**config.mk**
```make
export PLATFORM = sky130hd
export DESIGN_NAME = spl_port_latch
export DESIGN_NICKNAME = d
export VERILOG_FILES = /design/src/spl_pkg.sv /design/src/spl_edge_detect.sv /design/src/spl_port_latch.sv
export SDC_FILE = /design/constraint.sdc
export NUM_CORES = 1
export LEC_CHECK = 0
export BUFFER_PORTS_ARGS = -buffer_cell sky130_fd_sc_hd__buf_4
export CORE_ASPECT_RATIO = 0.6
export CORE_UTILIZATION = 42
export DETAILED_ROUTE_END_ITERATION = 12
export PLACE_DENSITY = 0.75
export SLEW_MARGIN = 20
export SYNTH_ARGS = -nofsm -noshare
export SYNTH_HDL_FRONTEND = slang
export SYNTH_SLANG_ARGS = --single-unit
```
**constraint.sdc**
```tcl
create_clock -name sys_clk -period 4.3 [get_ports sys_clk]
set_clock_uncertainty 0.2 [all_clocks]
set_input_delay 0.43 -clock sys_clk [delete_from_list [all_inputs] [get_ports sys_clk]]
set_output_delay 0.43 -clock sys_clk [all_outputs]
set_load 0.02 [all_outputs]
```
**src/spl_pkg.sv**
```systemverilog
// Package: register map, field layout and reset values of the strobed port latch
package spl_pkg;
  localparam int          PORT_W      = 8;
  localparam int          NUM_GROUPS  = 1;
  localparam logic [11:0] OFF_CTRL    = 12'h000;
  localparam logic [11:0] OFF_STATUS  = 12'h004;
  localparam logic [11:0] OFF_MASK    = 12'h008;
  localparam logic [11:0] OFF_LIVE    = 12'h00c;
  localparam logic [11:0] OFF_DATA0   = 12'h010;
  localparam int          CTRL_FALL   = 0;
  localparam int          CTRL_LATCH  = 1;
  localparam int          CTRL_EXTPACE = 2;
  localparam logic [31:0] CTRL_RESET  = 32'h0000_0000;
  localparam logic [31:0] MASK_RESET  = 32'h0000_0000;
  localparam int          STAT_REQ    = 0;
  localparam int          STAT_OVR    = 1;
  typedef enum logic [1:0] {
    SPL_BASIC   = 2'b00,
    SPL_STROBED = 2'b01,
    SPL_STRB_NI = 2'b10
  } spl_mode_t;
endpackage

```
**src/spl_edge_detect.sv**
```systemverilog
// Synchroniser and selectable edge detector for the external request line
`timescale 1ns/1ps
module spl_edge_detect (
  input  wire logic sys_clk,
  input  wire logic sys_rst,
  input  wire logic reqPin,
  input  wire logic reqEnN,
  input  wire logic fallSel,
  output logic      activeEdge
);
  logic       reqMeta_q, reqSync_q, reqPrev_q;
  logic       enMeta_q, enSync_q;
  logic [1:0] settleCnt_q;

  // The pin's idle level is unknown at reset; no edge counts until the history is filled
  always_ff @(posedge sys_clk) begin
    if (sys_rst) begin
      settleCnt_q <= 2'h0;
    end else if (settleCnt_q != 2'h3) begin
      settleCnt_q <= settleCnt_q + 2'h1;
    end
  end

  always_ff @(posedge sys_clk) begin
    if (sys_rst) begin
      reqMeta_q <= 1'b0;
      reqSync_q <= 1'b0;
      reqPrev_q <= 1'b0;
      enMeta_q  <= 1'b1;
      enSync_q  <= 1'b1;
    end else begin
      reqMeta_q <= reqPin;
      reqSync_q <= reqMeta_q;
      reqPrev_q <= reqSync_q;
      enMeta_q  <= reqEnN;
      enSync_q  <= enMeta_q;
    end
  end

  always_comb begin
    if (settleCnt_q != 2'h3) begin
      activeEdge = 1'b0;
    end else if (enSync_q) begin
      activeEdge = 1'b0;
    end else if (fallSel) begin
      activeEdge = reqPrev_q & ~reqSync_q;
    end else begin
      activeEdge = ~reqPrev_q & reqSync_q;
    end
  end
endmodule

```
**src/spl_port_latch.sv**
```systemverilog
// Top: port groups with strobed input latch, request interrupt and APB registers
//
// Overview of operation
// - Each group has three independent eight-bit ports A, B and C.
// - Small variant has one group; large variant four groups.
// - Active edge of request input raises interrupt; rising or falling selectable.
// - After reset the rising edge is the active edge.
// - Request edges count only while the active-low enable is low.
// - With latching on, each active edge captures the input ports.
// - Basic mode without external pacing reads live inputs; strobed modes or pacing read latched inputs.
//
// Chosen here: the APB interface to the registers and the placing of the registers.
`timescale 1ns/1ps
module spl_port_latch #(
  parameter int NUM_GROUPS = spl_pkg::NUM_GROUPS
) (
  input  wire logic                          sys_clk,
  input  wire logic                          sys_rst,
  input  wire logic [NUM_GROUPS*8-1:0]       first_port_lines,
  input  wire logic [NUM_GROUPS*8-1:0]       second_port_lines,
  input  wire logic [NUM_GROUPS*8-1:0]       third_port_lines,
  input  wire logic                          extReq,
  input  wire logic                          extReqEnN,
  input  wire logic                          psel,
  input  wire logic                          penable,
  input  wire logic                          pwrite,
  input  wire logic [11:0]                   paddr,
  input  wire logic [31:0]                   pwdata,
  output logic      [31:0]                   prdata,
  output logic                               pready,
  output logic                               pslverr,
  output logic                               irq
);
  localparam int PW = NUM_GROUPS * 8;

  ////////////////////////////////////////////////////////////////////////////
  // Port input synchronisers
  logic [PW-1:0] aMeta_q, aSync_q, bMeta_q, bSync_q, cMeta_q, cSync_q;
  logic [PW-1:0] aLat_q, bLat_q, cLat_q;

  // Port lines are asynchronous: two flops each before any logic reads them
  always_ff @(posedge sys_clk) begin
    if (sys_rst) begin
      aMeta_q <= '0;
      aSync_q <= '0;
    end else begin
      aMeta_q <= first_port_lines;
      aSync_q <= aMeta_q;
    end
  end

  always_ff @(posedge sys_clk) begin
    if (sys_rst) begin
      bMeta_q <= '0;
      bSync_q <= '0;
    end else begin
      bMeta_q <= second_port_lines;
      bSync_q <= bMeta_q;
    end
  end

  always_ff @(posedge sys_clk) begin
    if (sys_rst) begin
      cMeta_q <= '0;
      cSync_q <= '0;
    end else begin
      cMeta_q <= third_port_lines;
      cSync_q <= cMeta_q;
    end
  end

  ////////////////////////////////////////////////////////////////////////////
  // Control registers
  logic [31:0] ctrl_q, mask_q, status_q;
  logic        activeEdge;
  logic        latchOn;
  logic        wrAcc, rdAcc;
  logic        ctrlWr, maskWr, statusWr;
  spl_pkg::spl_mode_t mode;

  // One word per register; the offset compare is shared by write and read decoders
  function automatic logic regSel(input logic [11:0] a, input logic [11:0] off);
    regSel = (a == off);
  endfunction

  // Data words form a run of aligned addresses, one word per port group
  function automatic logic dataSel(input logic [11:0] a);
    dataSel = (a >= spl_pkg::OFF_DATA0) &&
              (a < spl_pkg::OFF_DATA0 + 12'(NUM_GROUPS * 4)) &&
              (a[1:0] == 2'b00);
  endfunction

  assign wrAcc = psel & penable & pwrite;
  assign rdAcc = psel & penable & ~pwrite;
  // Writes land on both access edges; the same value twice is harmless
  assign ctrlWr   = wrAcc & regSel(paddr, spl_pkg::OFF_CTRL);
  assign maskWr   = wrAcc & regSel(paddr, spl_pkg::OFF_MASK);
  assign statusWr = wrAcc & regSel(paddr, spl_pkg::OFF_STATUS);
  // Mode code 3 has no name of its own and reads as strobed
  assign mode  = spl_pkg::spl_mode_t'(ctrl_q[spl_pkg::CTRL_LATCH +: 2]);
  // Strobed modes, or external request pacing, use the latched buffers
  assign latchOn = (mode != spl_pkg::SPL_BASIC)
                 | ctrl_q[spl_pkg::CTRL_EXTPACE];

  spl_edge_detect uEdge (
    .sys_clk    (sys_clk),
    .sys_rst    (sys_rst),
    .reqPin     (extReq),
    .reqEnN     (extReqEnN),
    .fallSel    (ctrl_q[spl_pkg::CTRL_FALL]),
    .activeEdge (activeEdge)
  );

  always_ff @(posedge sys_clk) begin
    if (sys_rst) begin
      ctrl_q <= spl_pkg::CTRL_RESET;
    end else if (ctrlWr) begin
      ctrl_q <= {28'h0000000, pwdata[3:0]};
    end
  end

  always_ff @(posedge sys_clk) begin
    if (sys_rst) begin
      mask_q <= spl_pkg::MASK_RESET;
    end else if (maskWr) begin
      mask_q <= {30'h00000000, pwdata[1:0]};
    end
  end

  ////////////////////////////////////////////////////////////////////////////
  // Strobed input latch
  // Loaded from the synchronised copies so all three ports share one sample instant
  always_ff @(posedge sys_clk) begin
    if (sys_rst) begin
      aLat_q <= '0;
      bLat_q <= '0;
      cLat_q <= '0;
    end else if (activeEdge && latchOn) begin
      aLat_q <= aSync_q;
      bLat_q <= bSync_q;
      cLat_q <= cSync_q;
    end
  end

  ////////////////////////////////////////////////////////////////////////////
  // Interrupt status: set wins over write-one-to-clear
  logic        ovrEv;
  logic [31:0] clrMask;

  // Overrun marks an edge that came before software cleared the previous one
  assign ovrEv   = activeEdge & status_q[spl_pkg::STAT_REQ];
  assign clrMask = statusWr ? pwdata : 32'h0000_0000;

  always_ff @(posedge sys_clk) begin
    if (sys_rst) begin
      status_q <= 32'h0000_0000;
    end else begin
      status_q[spl_pkg::STAT_REQ] <= activeEdge
        | (status_q[spl_pkg::STAT_REQ] & ~clrMask[spl_pkg::STAT_REQ]);
      status_q[spl_pkg::STAT_OVR] <= ovrEv
        | (status_q[spl_pkg::STAT_OVR] & ~clrMask[spl_pkg::STAT_OVR]);
      status_q[31:2] <= 30'h00000000;
    end
  end

  always_ff @(posedge sys_clk) begin
    if (sys_rst) begin
      irq <= 1'b0;
    end else begin
      irq <= |(status_q & mask_q);
    end
  end

  ////////////////////////////////////////////////////////////////////////////
  // APB read path; one wait state so pready is registered
  function automatic logic [31:0] portWord(input logic [PW-1:0] a, input logic [PW-1:0] b,
                                           input logic [PW-1:0] c, input int g);
    portWord = {8'h00, c[g*8 +: 8], b[g*8 +: 8], a[g*8 +: 8]};
  endfunction

  logic [31:0] rdVal;
  logic        rdHit;
  int          grp;

  always_comb begin
    rdVal = 32'h0000_0000;
    rdHit = 1'b1;
    grp   = 0;
    if (regSel(paddr, spl_pkg::OFF_CTRL)) begin
      rdVal = ctrl_q;
    end else if (regSel(paddr, spl_pkg::OFF_STATUS)) begin
      rdVal = status_q;
    end else if (regSel(paddr, spl_pkg::OFF_MASK)) begin
      rdVal = mask_q;
    end else if (regSel(paddr, spl_pkg::OFF_LIVE)) begin
      rdVal = {30'h00000000, latchOn, activeEdge};
    end else if (dataSel(paddr)) begin
      grp = int'((paddr - spl_pkg::OFF_DATA0) >> 2);
      if (latchOn) begin
        rdVal = portWord(aLat_q, bLat_q, cLat_q, grp);
      end else begin
        rdVal = portWord(aSync_q, bSync_q, cSync_q, grp);
      end
    end else begin
      rdHit = 1'b0;
    end
  end

  // Unmapped addresses answer with an error; writes there change nothing
  always_ff @(posedge sys_clk) begin
    if (sys_rst) begin
      pready  <= 1'b0;
      pslverr <= 1'b0;
    end else begin
      pready  <= psel & penable & ~pready;
      pslverr <= psel & penable & ~pready & ~rdHit;
    end
  end

  // Read data stands only in the pready cycle and is zero otherwise
  always_ff @(posedge sys_clk) begin
    if (sys_rst) begin
      prdata <= 32'h0000_0000;
    end else begin
      prdata <= (rdAcc && !pready) ? rdVal : 32'h0000_0000;
    end
  end
endmodule

```
# After elaboration in Yosys (flattened, before gate mapping)
# Cells that the tools add are included.
dict set report op_classes {
  reduce_logical 11
  magnitude_cmp 2
  shifts 6
  muxes 15
  n_eq_ne 4
  bitwise 25
  addsub 2
}
# op n
set op_table {}
lappend op_table {{two-way mux 24 bit} 4}
lappend op_table {{variable part select 8 x 14 -> 8 bit} 6}
lappend op_table {{AND 32 x 2 -> 32 bit} 1}
lappend op_table {{two-way mux 32 bit} 1}
lappend op_table {{OR reduction 32 bit} 1}
lappend op_table {{== test 12 x 4 -> 1 bit (second input constant)} 2}
lappend op_table {{AND 1 bit} 13}
lappend op_table {{subtractor 12 x 5 -> 13 bit (second input constant)} 1}
lappend op_table {{== test 12 x 3 -> 1 bit (second input constant)} 1}
lappend op_table {{>= comparator 12 x 5 -> 1 bit (second input constant)} 1}
lappend op_table {{logical NOT 12 bit} 1}
lappend op_table {{less-than comparator 12 x 5 -> 1 bit (second input constant)} 1}
lappend op_table {{two-way mux 1 bit} 8}
lappend op_table {{NOT 1 bit} 8}
lappend op_table {{logical AND 1 bit} 4}
lappend op_table {{two-way mux 4 bit} 1}
lappend op_table {{bitwise OR 1 bit} 3}
lappend op_table {{OR reduction 3 bit} 1}
lappend op_table {{adder 2 x 1 -> 2 bit (second input constant)} 1}
lappend op_table {{logical NOT 2 bit} 1}
lappend op_table {{two-way mux 2 bit} 1}
lappend op_table {{!= test 2 bit (second input constant)} 1}
lappend op_table {{nonzero test 2 bit} 1}
lappend op_table {{OR reduction 2 bit} 1}
lappend op_table {{logical NOT 1 bit} 1}
dict set report word_totals {
  output_inout_bits 35
  register_bits 152
  inputBits 75
}

# Longest topological paths before layout
# Gate-level depths: netlist of the first run.
dict set report depth {
  depth_word 10
  depth_mapped 6
}

# Cells and area by module
# From an unflattened synthesis of the first run, not the netlist that was laid out.
dict set report hier_totals {
  hier_cells 416
  area_unflattened_um2 3928.8
}
# mod seq_area_each_um2 n_inst area_per_inst_um2 cells_each
set by_module_without_submodules {}
lappend by_module_without_submodules {spl_port_latch 2142.1 1 3687.3 395}
lappend by_module_without_submodules {spl_edge_detect 140.1 1 241.5 21}

# Worst setup path after synthesis of the first run
# Ideal clock, no wire load.
dict set report synth_timing {
  path_kind {register to register}
  from {register ctrl_q[0]}
  to {register bLat_q[0]}
  setup_time_ns 0.128
  path_buffers 1
  slack_ns 2.420
  path_stages_with_launch 6
  required_ns 3.972
  t_arrival_ns 1.553
  cell_sequence {dfxtp_1 > or3b_4 > a211oi_4 > buf_8 > mux2i_1 > nor2_1}
}
dict set report synth_via {
  elab_chain_len 4
}
# element line_no
set synth_lines {}
lappend synth_lines {{start, declared} spl_port_latch.sv:74} ;# logic [31:0] ctrl_q, mask_q, status_q;
lappend synth_lines {{start signal, assigned} spl_port_latch.sv:116} ;# ctrl_q <= spl_pkg::CTRL_RESET;
lappend synth_lines {{start signal, assigned} spl_port_latch.sv:118} ;# ctrl_q <= {28'h0000000, pwdata[3:0]};
lappend synth_lines {{two-way mux 1 bit} spl_edge_detect.sv:45} ;# end else if (fallSel) begin
lappend synth_lines {{two-way mux 1 bit} spl_edge_detect.sv:43} ;# end else if (enSync_q) begin
lappend synth_lines {{two-way mux 1 bit} spl_edge_detect.sv:41} ;# if (settleCnt_q != 2'h3) begin
lappend synth_lines {{logical AND 1 bit} spl_port_latch.sv:138} ;# end else if (activeEdge && latchOn) begin
lappend synth_lines {{end signal, assigned} spl_port_latch.sv:140} ;# bLat_q <= bSync_q;
lappend synth_lines {{end, declared} spl_port_latch.sv:39} ;# logic [PW-1:0] aLat_q, bLat_q, cLat_q;
# Every way passes these cells.
# A chain may end at the register's enable or synchronous reset.

# Worst setup path in the final report of the first run
dict set report layout_timing {
  from {input paddr[9]}
  to {register prdata[6]}
}
dict set report layout_via {
  elab_chain_len 7
}
# element line_no
set layout_lines {}
lappend layout_lines {{start, declared} spl_port_latch.sv:27} ;# input wire logic [11:0] paddr,
lappend layout_lines {{subtractor 12 x 5 -> 13 bit (tied with other cells)} spl_port_latch.sv:198} ;# grp = int'((paddr - spl_pkg::OFF_DATA0) >> 2);
lappend layout_lines {{variable part select 8 x 14 -> 8 bit or logical AND 1 bit (tied branches)} {spl_port_latch.sv:178, spl_port_latch.sv:88}}
lappend layout_lines {{two-way mux 24 bit or logical AND 1 bit (tied branches)} {spl_port_latch.sv:199, spl_port_latch.sv:89}}
lappend layout_lines {{two-way mux 24 bit} spl_port_latch.sv:197} ;# end else if (dataSel(paddr)) begin
lappend layout_lines {{two-way mux 24 bit} spl_port_latch.sv:195} ;# end else if (regSel(paddr, spl_pkg::OFF_LIVE)) begin
lappend layout_lines {{two-way mux 24 bit} spl_port_latch.sv:193} ;# end else if (regSel(paddr, spl_pkg::OFF_MASK)) begin
lappend layout_lines {{two-way mux 32 bit} spl_port_latch.sv:191} ;# end else if (regSel(paddr, spl_pkg::OFF_STATUS)) begin
lappend layout_lines {{end signal, assigned} spl_port_latch.sv:225} ;# prdata <= (rdAcc && !pready) ? rdVal : 32'h0000_0000;
lappend layout_lines {{end, declared} spl_port_latch.sv:29} ;# output logic [31:0] prdata,
# Several ways; a longest one is shown, not always the timed one.

==> flow_metrics.env, run 1 <==
export IMPL_run_status="finished clean"
export IMPL_hold_path_startpoint="second_port_lines[3]"
export IMPL_worstPathRequired_ps=4410
export IMPL_grt_ovfl_total=0
export IMPL_pwr_density_cell_nw_per_um2=506
export IMPL_viasPerCell=4.79
export IMPL_final_min_clock_period_ps=2100
export IMPL_yosys_warnings=0
export IMPL_critical_path_endpoint_type="flip-flop"
export IMPL_timing_final_max_slew_violations=0
export IMPL_placementRows=26
export IMPL_worst_slew_pin_slew_ps=865
export IMPL_max_clock_buf_depth=2
export IMPL_via_count_of_the_first_global_routing_pass=2765
export IMPL_r2r_slack_ps=2200
export IMPL_die_area_um2=9720
export IMPL_min_period_over_period=0.488
export IMPL_cts_tree="done"
export IMPL_clock_fmax_mhz=477
export IMPL_final_hold_violation_count=0
export IMPL_cts_inserted_buffers=17
export IMPL_total_power_mw=2.57
export IMPL_worst_ep_arrival_time_ps=2210
export IMPL_vdd_ir_drop_worst_mv=0.341
export IMPL_synthToLayoutAreaGrowth_pct=30.0
export IMPL_placer_s_final_routability_congestion_estimate=0.808
export IMPL_dp_hpwl_um=4880
export IMPL_layout_drive_gt1_share=0.242
export IMPL_pin_count_of_the_biggest_net_entering_global_routing=89
export IMPL_rr_endpoint="prdata[6]"
export IMPL_setup_viol=0
export IMPL_grt_usage=0.171
export IMPL_grt_pass1_wl_um=12700
export IMPL_worst_setup_hold_path_clk_slew_ps=50
export IMPL_ys_seq_elements=114
export IMPL_synth_area_leader_cell="dfxtp_1"
export IMPL_synthesis_area_um2=3910
export IMPL_num_antenna_cells=0
export IMPL_synth_top_cells_by_area="dfxtp_1 (58%), nor2b_1 (8.5%), mux2i_1 (6.9%)"
export IMPL_cts_htree_levels=4
export IMPL_start_util=0.445
export IMPL_detail_route_wl_per_cell_um=13.0
export IMPL_detailedRoute_firstIterationViolations=170
export IMPL_ys_types=41
export IMPL_reg2reg_from="pready"
export IMPL_cp_start_kind="primary input"
export IMPL_die_height_um=76.8
export IMPL_final_common_cell="dfxtp_1"
export IMPL_core_area_um2=8780
export IMPL_synth_yosys_seq_area_share=0.583
export IMPL_leakage_nw=2.01
export IMPL_clk_root_buffer_cell="clkbuf_16"
export IMPL_drt_pass1_iterations=5
export IMPL_antenna_found_initial=0
export IMPL_synthDominantCellAreaShare=0.583
export IMPL_insertion_delay_ps=400
export IMPL_min_delay_worst_endpoint="bMeta_q[3]"
export IMPL_timing_slew_headroom=0.423
export IMPL_min_path_cells=2
export IMPL_route_final_wire_length_um=7690
export IMPL_post_cts_repair_setup_buffers=0
export IMPL_grt_setup_unrepaired="no"
export IMPL_drv_max_cap_violation_count=0
export IMPL_hold_path_class="primary input to flip-flop"
export IMPL_setup_tns_final_ps=0
export IMPL_route_antenna_remaining_nets=0
export IMPL_synthesis_area_per_instance_um2=9.98
export IMPL_port_buffers=73
export IMPL_floorplan_io_pins=110
export IMPL_post_route_drc_count=0
export IMPL_synth_edf_count=0
export IMPL_async_flop_share=0
export IMPL_vias=2836
export IMPL_die_width_um=127
export IMPL_postSynthCellCount=392
export IMPL_worst_path_max_fanout=21
export IMPL_timing_setup_critical_path_class="primary input to flip-flop"
export IMPL_synth_top_flop_cell="dfxtp_1"
export IMPL_timing_reg2reg_worst_path_depth=4
export IMPL_number_of_nets_in_the_layout=543
export IMPL_clock_sinks=114
export IMPL_most_common_layout_cells="dfxtp_1 (114), buf_4 (76), nand2_1 (54)"
## how the worst max path moves through the flow
stage	start	endpoint	slack, ps	cells after the start
6_report	paddr[9]	prdata[6]	2200	5
5_1_grt	ctrl_q[1]	prdata[1]	2020	4
4_1_cts	ctrl_q[1]	cLat_q[5]	2170	6
3_5_place_dp	paddr[9]	prdata[6]	1790	5
3_3_place_gp	paddr[9]	prdata[6]	1810	5
2_1_floorplan	ctrl_q[0]	bLat_q[0]	2420	5
## cell families (layout without fill, tap and decap cells)
kind of cell             count (synthesis)  in the layout  share of synthesized area
multiplexers                            28             28                     0.0720
adder cells (fa/ha/maj)                  1              1                    0.00320
flip-flops                             114            114                      0.583
XOR/XNOR                                 1              1                    0.00224
buffers and inverters                   30            111                     0.0464
AND/OR/NAND/NOR                        166            166                      0.215
other                                    1              8                   0.000958
AO/OA/AOI/OAI                           51             51                     0.0768
## stage by stage
stage | std cells | hold WS, ps | instance area, um2 | util | setup WS, ps
3_5_place_dp | 559 | 196 | 4480 | 0.510 | 1790
5_1_grt | 592 | 24.1 | 5090 | 0.579 | 2020
2_1_floorplan | 399 | 189 | 3940 | - | 2420
4_1_cts | 592 | 10.4 | 5090 | 0.579 | 2170
6_report | 592 | 33.9 | 5090 | 0.579 | 2200
3_3_place_gp | 559 | 203 | 4480 | 0.510 | 1810
## power by group
part	leakage (nW)	total (mW)	switching [mW]	internal [mW]
logic	0.784	0.101	0.0485	0.0528
clock network	0.291	1.37	0.449	0.923
registers	0.930	1.10	0.0109	1.09
total	2.01	2.57	0.509	2.06
## cells in the mapped netlist (all sizes together), types with 5 or more instances
master and number:
dfxtp 114, nand2 54, nor2b 53, nor2 33, a21oi 30, mux2i 27
buf 14, clkbuf 13, o21ai 11, nand3 7, or2 5
## per-layer routing
metal	part of all wire	global-route usage	vias up
met5	0	0	-
met4	0.0085	0.0807	0
met3	0.064	0.0621	5
met2	0.46	0.257	84
met1	0.47	0.219	1318
li1	-	-	1429
## state kept, by name, summed over array words and instances, names as in the netlist, 2 cells and up
register,cells
bSync_q,8
uEdge.settleCnt_q,2
prdata,24
aMeta_q,8
bLat_q,8
cLat_q,8
bMeta_q,8
status_q,2
cSync_q,8
aLat_q,8
mask_q,2
ctrl_q,4
aSync_q,8
cMeta_q,8
## repair_timing
action	CTS	global route
resized for setup	0	0
hold endpoints to repair	1	0
hold buffers	1	0
## worst max-delay path: stages
cell      delay [ps]
buf_4            110
nor4_2           410
nand4b_1         330
or2_1            630
a21oi_1          290
## area by class of cell
type                    instances  area, um2
repair buffers                 77        581
multi-input cells             255       1480
clock inverters                 9        103
clock buffers                  23        498
fillers                       751       3700
flip-flops and latches        114       2280
well taps                     112        140
inverters                       2       7.51
(Power assumes the default switching activity.)
==> inputs of run 2 (changes only) <==
Settings changed: ABC_AREA set to 1, PLACE_DENSITY 0.75 to 0.76.
Clock period 4.3 ns to 1.7 ns, I/O delays scaled along.
==> run 2 against run 1 <==
The run now ends with negative hold slack, negative setup slack left. Total power rose to 2.6 times the previous value. Sequential power rose to 2.5 times the previous value. Critical path type is now flip-flop to flip-flop. Global-route usage rose by 1.7 points. Largest power group unchanged. Sequential share of layout area fell by 7.6 points. Worst setup slack got worse by 2300 ps.
==> flow_metrics.env, run 2 <==
export IMPL_hold_path_startpoint="sys_rst"
export IMPL_reg2reg_from="uEdge.settleCnt_q[1]"
export IMPL_ys_types=29
export IMPL_n_fill_cell=722
export IMPL_clock_sinks=114
export IMPL_rr_endpoint="bLat_q[7]"
export IMPL_synth_top_flop_cell="dfxtp_1"
export IMPL_via_count_of_the_first_global_routing_pass=3204
export IMPL_min_delay_worst_endpoint="pready"
export IMPL_clk_root_buffer_cell="clkbuf_16"
export IMPL_die_height_um=79.8
export IMPL_die_width_um=132
export IMPL_synthesis_area_um2=4240
export IMPL_floorplan_io_pins=110
export IMPL_drv_max_cap_violation_count=0
export IMPL_timing_final_max_slew_violations=0
export IMPL_synthesis_area_per_instance_um2=8.45
export IMPL_timing_reg2reg_worst_path_depth=10
export IMPL_setup_viol=4
export IMPL_worst_ep_arrival_time_ps=1900
export IMPL_worst_path_max_fanout=6
export IMPL_grt_setup_unrepaired="yes"
export IMPL_placed_cells=699
export IMPL_placer_s_final_routability_congestion_estimate=0.849
export IMPL_num_antenna_cells=0
export IMPL_antenna_found_initial=0
export IMPL_detail_route_wl_per_cell_um=13.2
export IMPL_post_synth_top_cells="nor2_1 (119), dfxtp_1 (114), inv_1 (71), nand2_1 (38), o21ai_0 (31)"
export IMPL_vias=3505
export IMPL_pin_count_of_the_biggest_net_entering_global_routing=61
export IMPL_timing_setup_critical_path_class="flip-flop to flip-flop"
export IMPL_cts_tree="done"
export IMPL_clock_fmax_mhz=564
export IMPL_final_min_clock_period_ps=1770
export IMPL_finalNonFillerCells=771
export IMPL_largest_register_ffs=24
export IMPL_pwr_density_cell_nw_per_um2=1090
export IMPL_grt_ovfl_total=0
export IMPL_synth_area_leader_cell="dfxtp_1"
export IMPL_max_clock_buf_depth=2
export IMPL_post_synth_top_count_cell="nor2_1"
export IMPL_failed_checks="negative hold slack, negative setup slack"
export IMPL_postSynthCellCount=502
export IMPL_leakage_nw=2.83
export IMPL_holdWs_ps=-180
export IMPL_synth_yosys_seq_area_share=0.538
export IMPL_async_flop_share=0
export IMPL_detailedRoute_firstIterationViolations=152
export IMPL_yosys_warnings=0
export IMPL_drt_pass1_iterations=4
export IMPL_viasPerCell=4.55
export IMPL_synth_edf_count=0
export IMPL_run_status="finished, violations left"
export IMPL_synthDominantCellAreaShare=0.538
export IMPL_grt_pass1_wl_um=15100
export IMPL_dp_hpwl_um=6080
export IMPL_synth_top_cells_by_area="dfxtp_1 (54%), nor2_1 (11%), inv_1 (6.3%)"
export IMPL_min_period_over_period=1.04
export IMPL_min_path_cells=2
export IMPL_layout_drive_gt1_share=0.292
export IMPL_vdd_ir_drop_worst_mv=0.876
export IMPL_most_common_layout_cells="nor2_1 (118), dfxtp_1 (112), buf_4 (85)"
export IMPL_start_util=0.447
export IMPL_core_area_um2=9490
export IMPL_hold_path_class="primary input to flip-flop"
export IMPL_final_core_utilization=0.646
export IMPL_placementRows=27
export IMPL_synthToLayoutAreaGrowth_pct=44.5
export IMPL_top_register="prdata"
export IMPL_cts_hold_buf=32
export IMPL_cts_htree_levels=4
export IMPL_cp_start_kind="flip-flop"
export IMPL_final_common_cell="nor2_1"
export IMPL_number_of_nets_in_the_layout=705
export IMPL_cts_inserted_buffers=17
export IMPL_insertion_delay_ps=410
export IMPL_route_final_wire_length_um=10200
export IMPL_critical_path_endpoint_type="flip-flop"
export IMPL_port_buffers=73
export IMPL_grt_usage=0.188
export IMPL_route_antenna_remaining_nets=0
export IMPL_final_hold_violation_count=2
export IMPL_worstPathRequired_ps=1830
export IMPL_worst_setup_hold_path_clk_slew_ps=50
export IMPL_r2r_slack_ps=-70
export IMPL_ys_seq_elements=114
export IMPL_post_route_drc_count=0
export IMPL_die_area_um2=10500
export IMPL_post_route_worst_setup_slack_ps=-73.5
## run 2: changes by cell type in the layout (fill, tap and decap cells not counted), moves of 7 or more
cell	previous run	this run
o21ai_2	0	12
o21ai_1	0	13
inv_1	2	70
dlygate4sd3_1	1	31
nor3_2	0	20
nor2b_1	53	0
nand2_1	54	37
a21oi_1	30	16
mux2i_1	27	20
buf_4	76	85
nand2_2	0	7
nor2_1	32	118
## run 2: worst max path at each step
stage / start / endpoint / slack, ps / cells past startpoint
final: uEdge.settleCnt_q[1] / bLat_q[7] / -70 / 10
after global routing: uEdge.settleCnt_q[1] / bLat_q[7] / -150 / 10
after CTS: pready / pslverr / 1 / 4
after detailed placement: uEdge.settleCnt_q[0] / bLat_q[5] / -70 / 10
after global placement: uEdge.settleCnt_q[0] / cLat_q[4] / 20 / 10
after floorplan: uEdge.settleCnt_q[0] / aLat_q[4] / 90 / 9
## run 2: critical path: stages (launching register included)
cell       delay [ps]
dfxtp_2           350
ha_4              150
inv_2              40
nor2_2            110
nand2_2            80
nor2_4            140
nand2_4           150
inv_8             120
clkbuf_16         150
nor2_1             50
nor2_1            150
## run 2: logic make-up (layout without fill, tap and decap cells)
| kind of cell | after synthesis | count (layout) | share of synthesized area |
|---|---|---|---|
| adder cells (fa/ha/maj) | 1 | 1 | 0.00295 |
| flip-flops | 114 | 114 | 0.538 |
| buffers and inverters | 100 | 232 | 0.103 |
| multiplexers | 20 | 20 | 0.0472 |
| AO/OA/AOI/OAI | 52 | 52 | 0.0625 |
| other | 1 | 8 | 0.000884 |
| XOR/XNOR | 1 | 1 | 0.00207 |
| AND/OR/NAND/NOR | 213 | 213 | 0.243 |
## run 2: metrics by stage
stage / cell area, um2 / setup TNS [ps] / setup slack (ps) / power (mW)
after floorplan: 4270 / 0 / 88.9 / 3.02
after CTS: 5920 / 0 / 1.11 / 6.69
after detailed placement: 4990 / -795 / -65.9 / 3.15
after global placement: 4990 / 0 / 23.0 / 3.14
after global routing: 6130 / -1230 / -147 / 6.90
final: 6130 / -105 / -73.5 / 6.69
## run 2: report_power, final
part / total [mW] / internal [mW] / switching, mW / leakage (nW)
Clock: 3.48 / 2.29 / 1.19 / 0.280
Combinational: 0.411 / 0.210 / 0.201 / 1.62
Sequential: 2.80 / 2.76 / 0.0414 / 0.931
Total: 6.69 / 5.26 / 1.43 / 2.83
## run 2: final cells by class
class	instances	area [um2]	share of cell area
Tap cell	130	163	0.0265
Multi-Input combinational cell	295	1630	0.265
Sequential cell	114	2290	0.373
Inverter	73	282	0.0459
Clock buffer	22	484	0.0790
Clock inverter	9	105	0.0171
Timing Repair Buffer	128	1180	0.193
## run 2: repair_timing
item / CTS / global route
endpoints found under the hold margin: 37 / 2
setup endpoints to repair: 24 / 27
gates resized for setup: 14 / 34
pin swaps: 1 / 13
buffers inserted: 1 / 3
cloned: 0 / 6
## run 2: metal layers
metal	part of all wire	GRT usage	wire length, um	up-vias
li1	-	-	-	1793
met1	0.47	0.233	4810	1591
met2	0.46	0.300	4660	109
met3	0.055	0.0546	558	12
met4	0.012	0.0965	122	0
met5	0	0	0	-
==> inputs of run 3 (changes only) <==
Settings changed: CTS_BUF_LIST set to sky130_fd_sc_hd__clkbuf_2 sky130_fd_sc_hd__clkbuf_4 sky130_fd_sc_hd__clkbuf_8, SETUP_SLACK_MARGIN set to 0.02, SLEW_MARGIN 20 to unset.
==> run 3 against run 2 <==
The run now ends clean. Utilization is 1.9 points lower. Flip-flop and latch count unchanged. Sequential share of layout area rose by 1.1 points. Via count shrank 0.91%.
==> flow_metrics.env, run 3 (same netlist as run 2, synthesis figures left out) <==
export IMPL_cell_internal_pwr_mw=4.42
export IMPL_hold_path_class="primary input to flip-flop"
export IMPL_most_common_layout_cells="nor2_1 (116), dfxtp_1 (112), buf_4 (85)"
export IMPL_total_switching_power_mw=1.29
export IMPL_post_route_drc_count=0
export IMPL_core_area_um2=9490
export IMPL_run_status="finished clean"
export IMPL_start_util=0.447
export IMPL_die_width_um=132
export IMPL_min_delay_worst_endpoint="prdata[3]"
export IMPL_grt_ovfl_total=0
export IMPL_clk_root_buffer_cell="clkbuf_8"
export IMPL_critical_path_endpoint_type="flip-flop"
export IMPL_worst_path_largest_cell_delay_ps=540
export IMPL_setup_viol=0
export IMPL_synthToLayoutAreaGrowth_pct=40.3
export IMPL_rr_endpoint="bLat_q[7]"
export IMPL_die_area_um2=10500
export IMPL_switching_share=0.226
export IMPL_timing_reg2reg_worst_path_depth=9
export IMPL_slowest_cp_cell="dlygate4sd3_1"
export IMPL_combinationalPowerShare=0.073
export IMPL_largest_register_ffs=24
export IMPL_floorplan_io_pins=110
export IMPL_final_common_cell="nor2_1"
export IMPL_grt_usage=0.190
export IMPL_min_path_cells=6
export IMPL_placementRows=27
export IMPL_cts_htree_levels=4
export IMPL_grt_setup_unrepaired="yes"
export IMPL_reg2reg_from="uEdge.settleCnt_q[1]"
export IMPL_number_of_nets_in_the_layout=708
export IMPL_route_antenna_remaining_nets=0
export IMPL_layout_drive_gt1_share=0.276
export IMPL_drt_pass1_iterations=5
export IMPL_placer_s_final_routability_congestion_estimate=0.849
export IMPL_clock_sinks=114
export IMPL_grt_pass1_wl_um=15300
export IMPL_pwr_density_cell_nw_per_um2=960
export IMPL_holdWs_ps=23.6
export IMPL_worst_path_max_fanout=5
export IMPL_worstPathRequired_ps=1840
export IMPL_power_clock_fraction=0.439
export IMPL_top_register="prdata"
export IMPL_num_antenna_cells=0
export IMPL_vias=3473
export IMPL_leakage_nw=2.79
export IMPL_route_final_wire_length_um=9620
export IMPL_cts_inserted_buffers=17
export IMPL_cp_start_kind="primary input"
export IMPL_detailedRoute_firstIterationViolations=200
export IMPL_pin_count_of_the_biggest_net_entering_global_routing=61
export IMPL_cts_tree="done"
export IMPL_final_hold_violation_count=0
export IMPL_crit_chain="dlygate4sd3_1 -> buf_4 -> nand2_1 -> nor3_4 -> nand2_2 -> nor2_4 -> nand2_4 -> clkbuf_16 -> nor3_4"
export IMPL_die_height_um=79.8
export IMPL_final_min_clock_period_ps=1670
export IMPL_r2r_slack_ps=90
export IMPL_placed_cells=699
export IMPL_insertion_delay_ps=420
export IMPL_vdd_ir_drop_worst_mv=0.612
export IMPL_dp_hpwl_um=6080
export IMPL_viasPerCell=4.49
export IMPL_worst_setup_hold_path_clk_slew_ps=70
export IMPL_worst_ep_arrival_time_ps=1810
export IMPL_path_common_cell="nor3_4"
export IMPL_hold_path_startpoint="paddr[7]"
export IMPL_timing_setup_critical_path_class="primary input to flip-flop"
export IMPL_port_buffers=73
export IMPL_drv_max_cap_violation_count=0
export IMPL_antenna_found_initial=0
export IMPL_power_frac_seq=0.488
export IMPL_detail_route_wl_per_cell_um=12.4
export IMPL_timing_final_max_slew_violations=0
export IMPL_max_clock_buf_depth=2
export IMPL_via_count_of_the_first_global_routing_pass=3308
export IMPL_clock_fmax_mhz=600
export IMPL_finalNonFillerCells=774
export IMPL_min_period_over_period=0.981
-- run 3: area by class of cell --
class / instances / area, um2
clock inverter: 9 / 105
timing repair buffer: 131 / 1200
tap: 130 / 163
multi-input combinational: 295 / 1630
clock buffer: 22 / 297
fill: 755 / 3540
sequential: 114 / 2280
inverter: 73 / 277
-- run 3: metal layers --
metal  up-vias  share of wire  track usage  wire length (um)
met4         0         0.0051       0.0616                49
met1      1562           0.46        0.235              4470
li1       1799              -            -                 -
met5         -              0            0                 0
met3         6          0.062       0.0724               600
met2       106           0.47        0.307              4500
-- run 3: how the worst max path moves through the flow --
| stage | start | to | slack, ps | cells past startpoint |
|---|---|---|---|---|
| floorplan | uEdge.settleCnt_q[0] | aLat_q[4] | 90 | 9 |
| detailed placement | uEdge.settleCnt_q[0] | bLat_q[5] | -70 | 10 |
| finish | psel | prdata[6] | 30 | 9 |
| global route | uEdge.settleCnt_q[1] | prdata[0] | -20 | 11 |
| CTS | uEdge.settleCnt_q[0] | prdata[0] | 2 | 12 |
| global placement | uEdge.settleCnt_q[0] | cLat_q[4] | 20 | 10 |
-- run 3: stage by stage --
stage	setup TNS (ps)	total power, mW	utilization	worst slack (ps)	area, um2
floorplan	0	3.02	-	88.9	4270
global placement	0	3.14	0.526	23.0	4990
detailed placement	-795	3.15	0.526	-65.9	4990
CTS	0	5.74	0.615	2.41	5840
global route	-24.7	5.94	0.627	-19.8	5950
finish	0	5.71	0.627	33.1	5950
-- run 3: timing repair --
action,CTS,global route
buffers inserted,4,3
gates resized for setup,15,20
gates cloned,1,2
hold buffers,37,0
hold endpoints to repair,40,0
pin swaps,2,13
setup endpoints to repair,24,52
-- run 3: critical path, delay by kind of cell --
kind                   cells  cell delay [ps]
buffers and inverters      3              820
AND/OR/NAND/NOR            6              810
-- run 3: power groups by stage --
stage               Sequential, mW  Combinational [mW]  Clock (mW)
finish                        2.79               0.418        2.51
detailed placement            2.84               0.315           0
CTS                           2.79               0.401        2.56
global placement              2.83               0.304           0
floorplan                     2.83               0.189           0
global route                  2.79               0.463        2.68
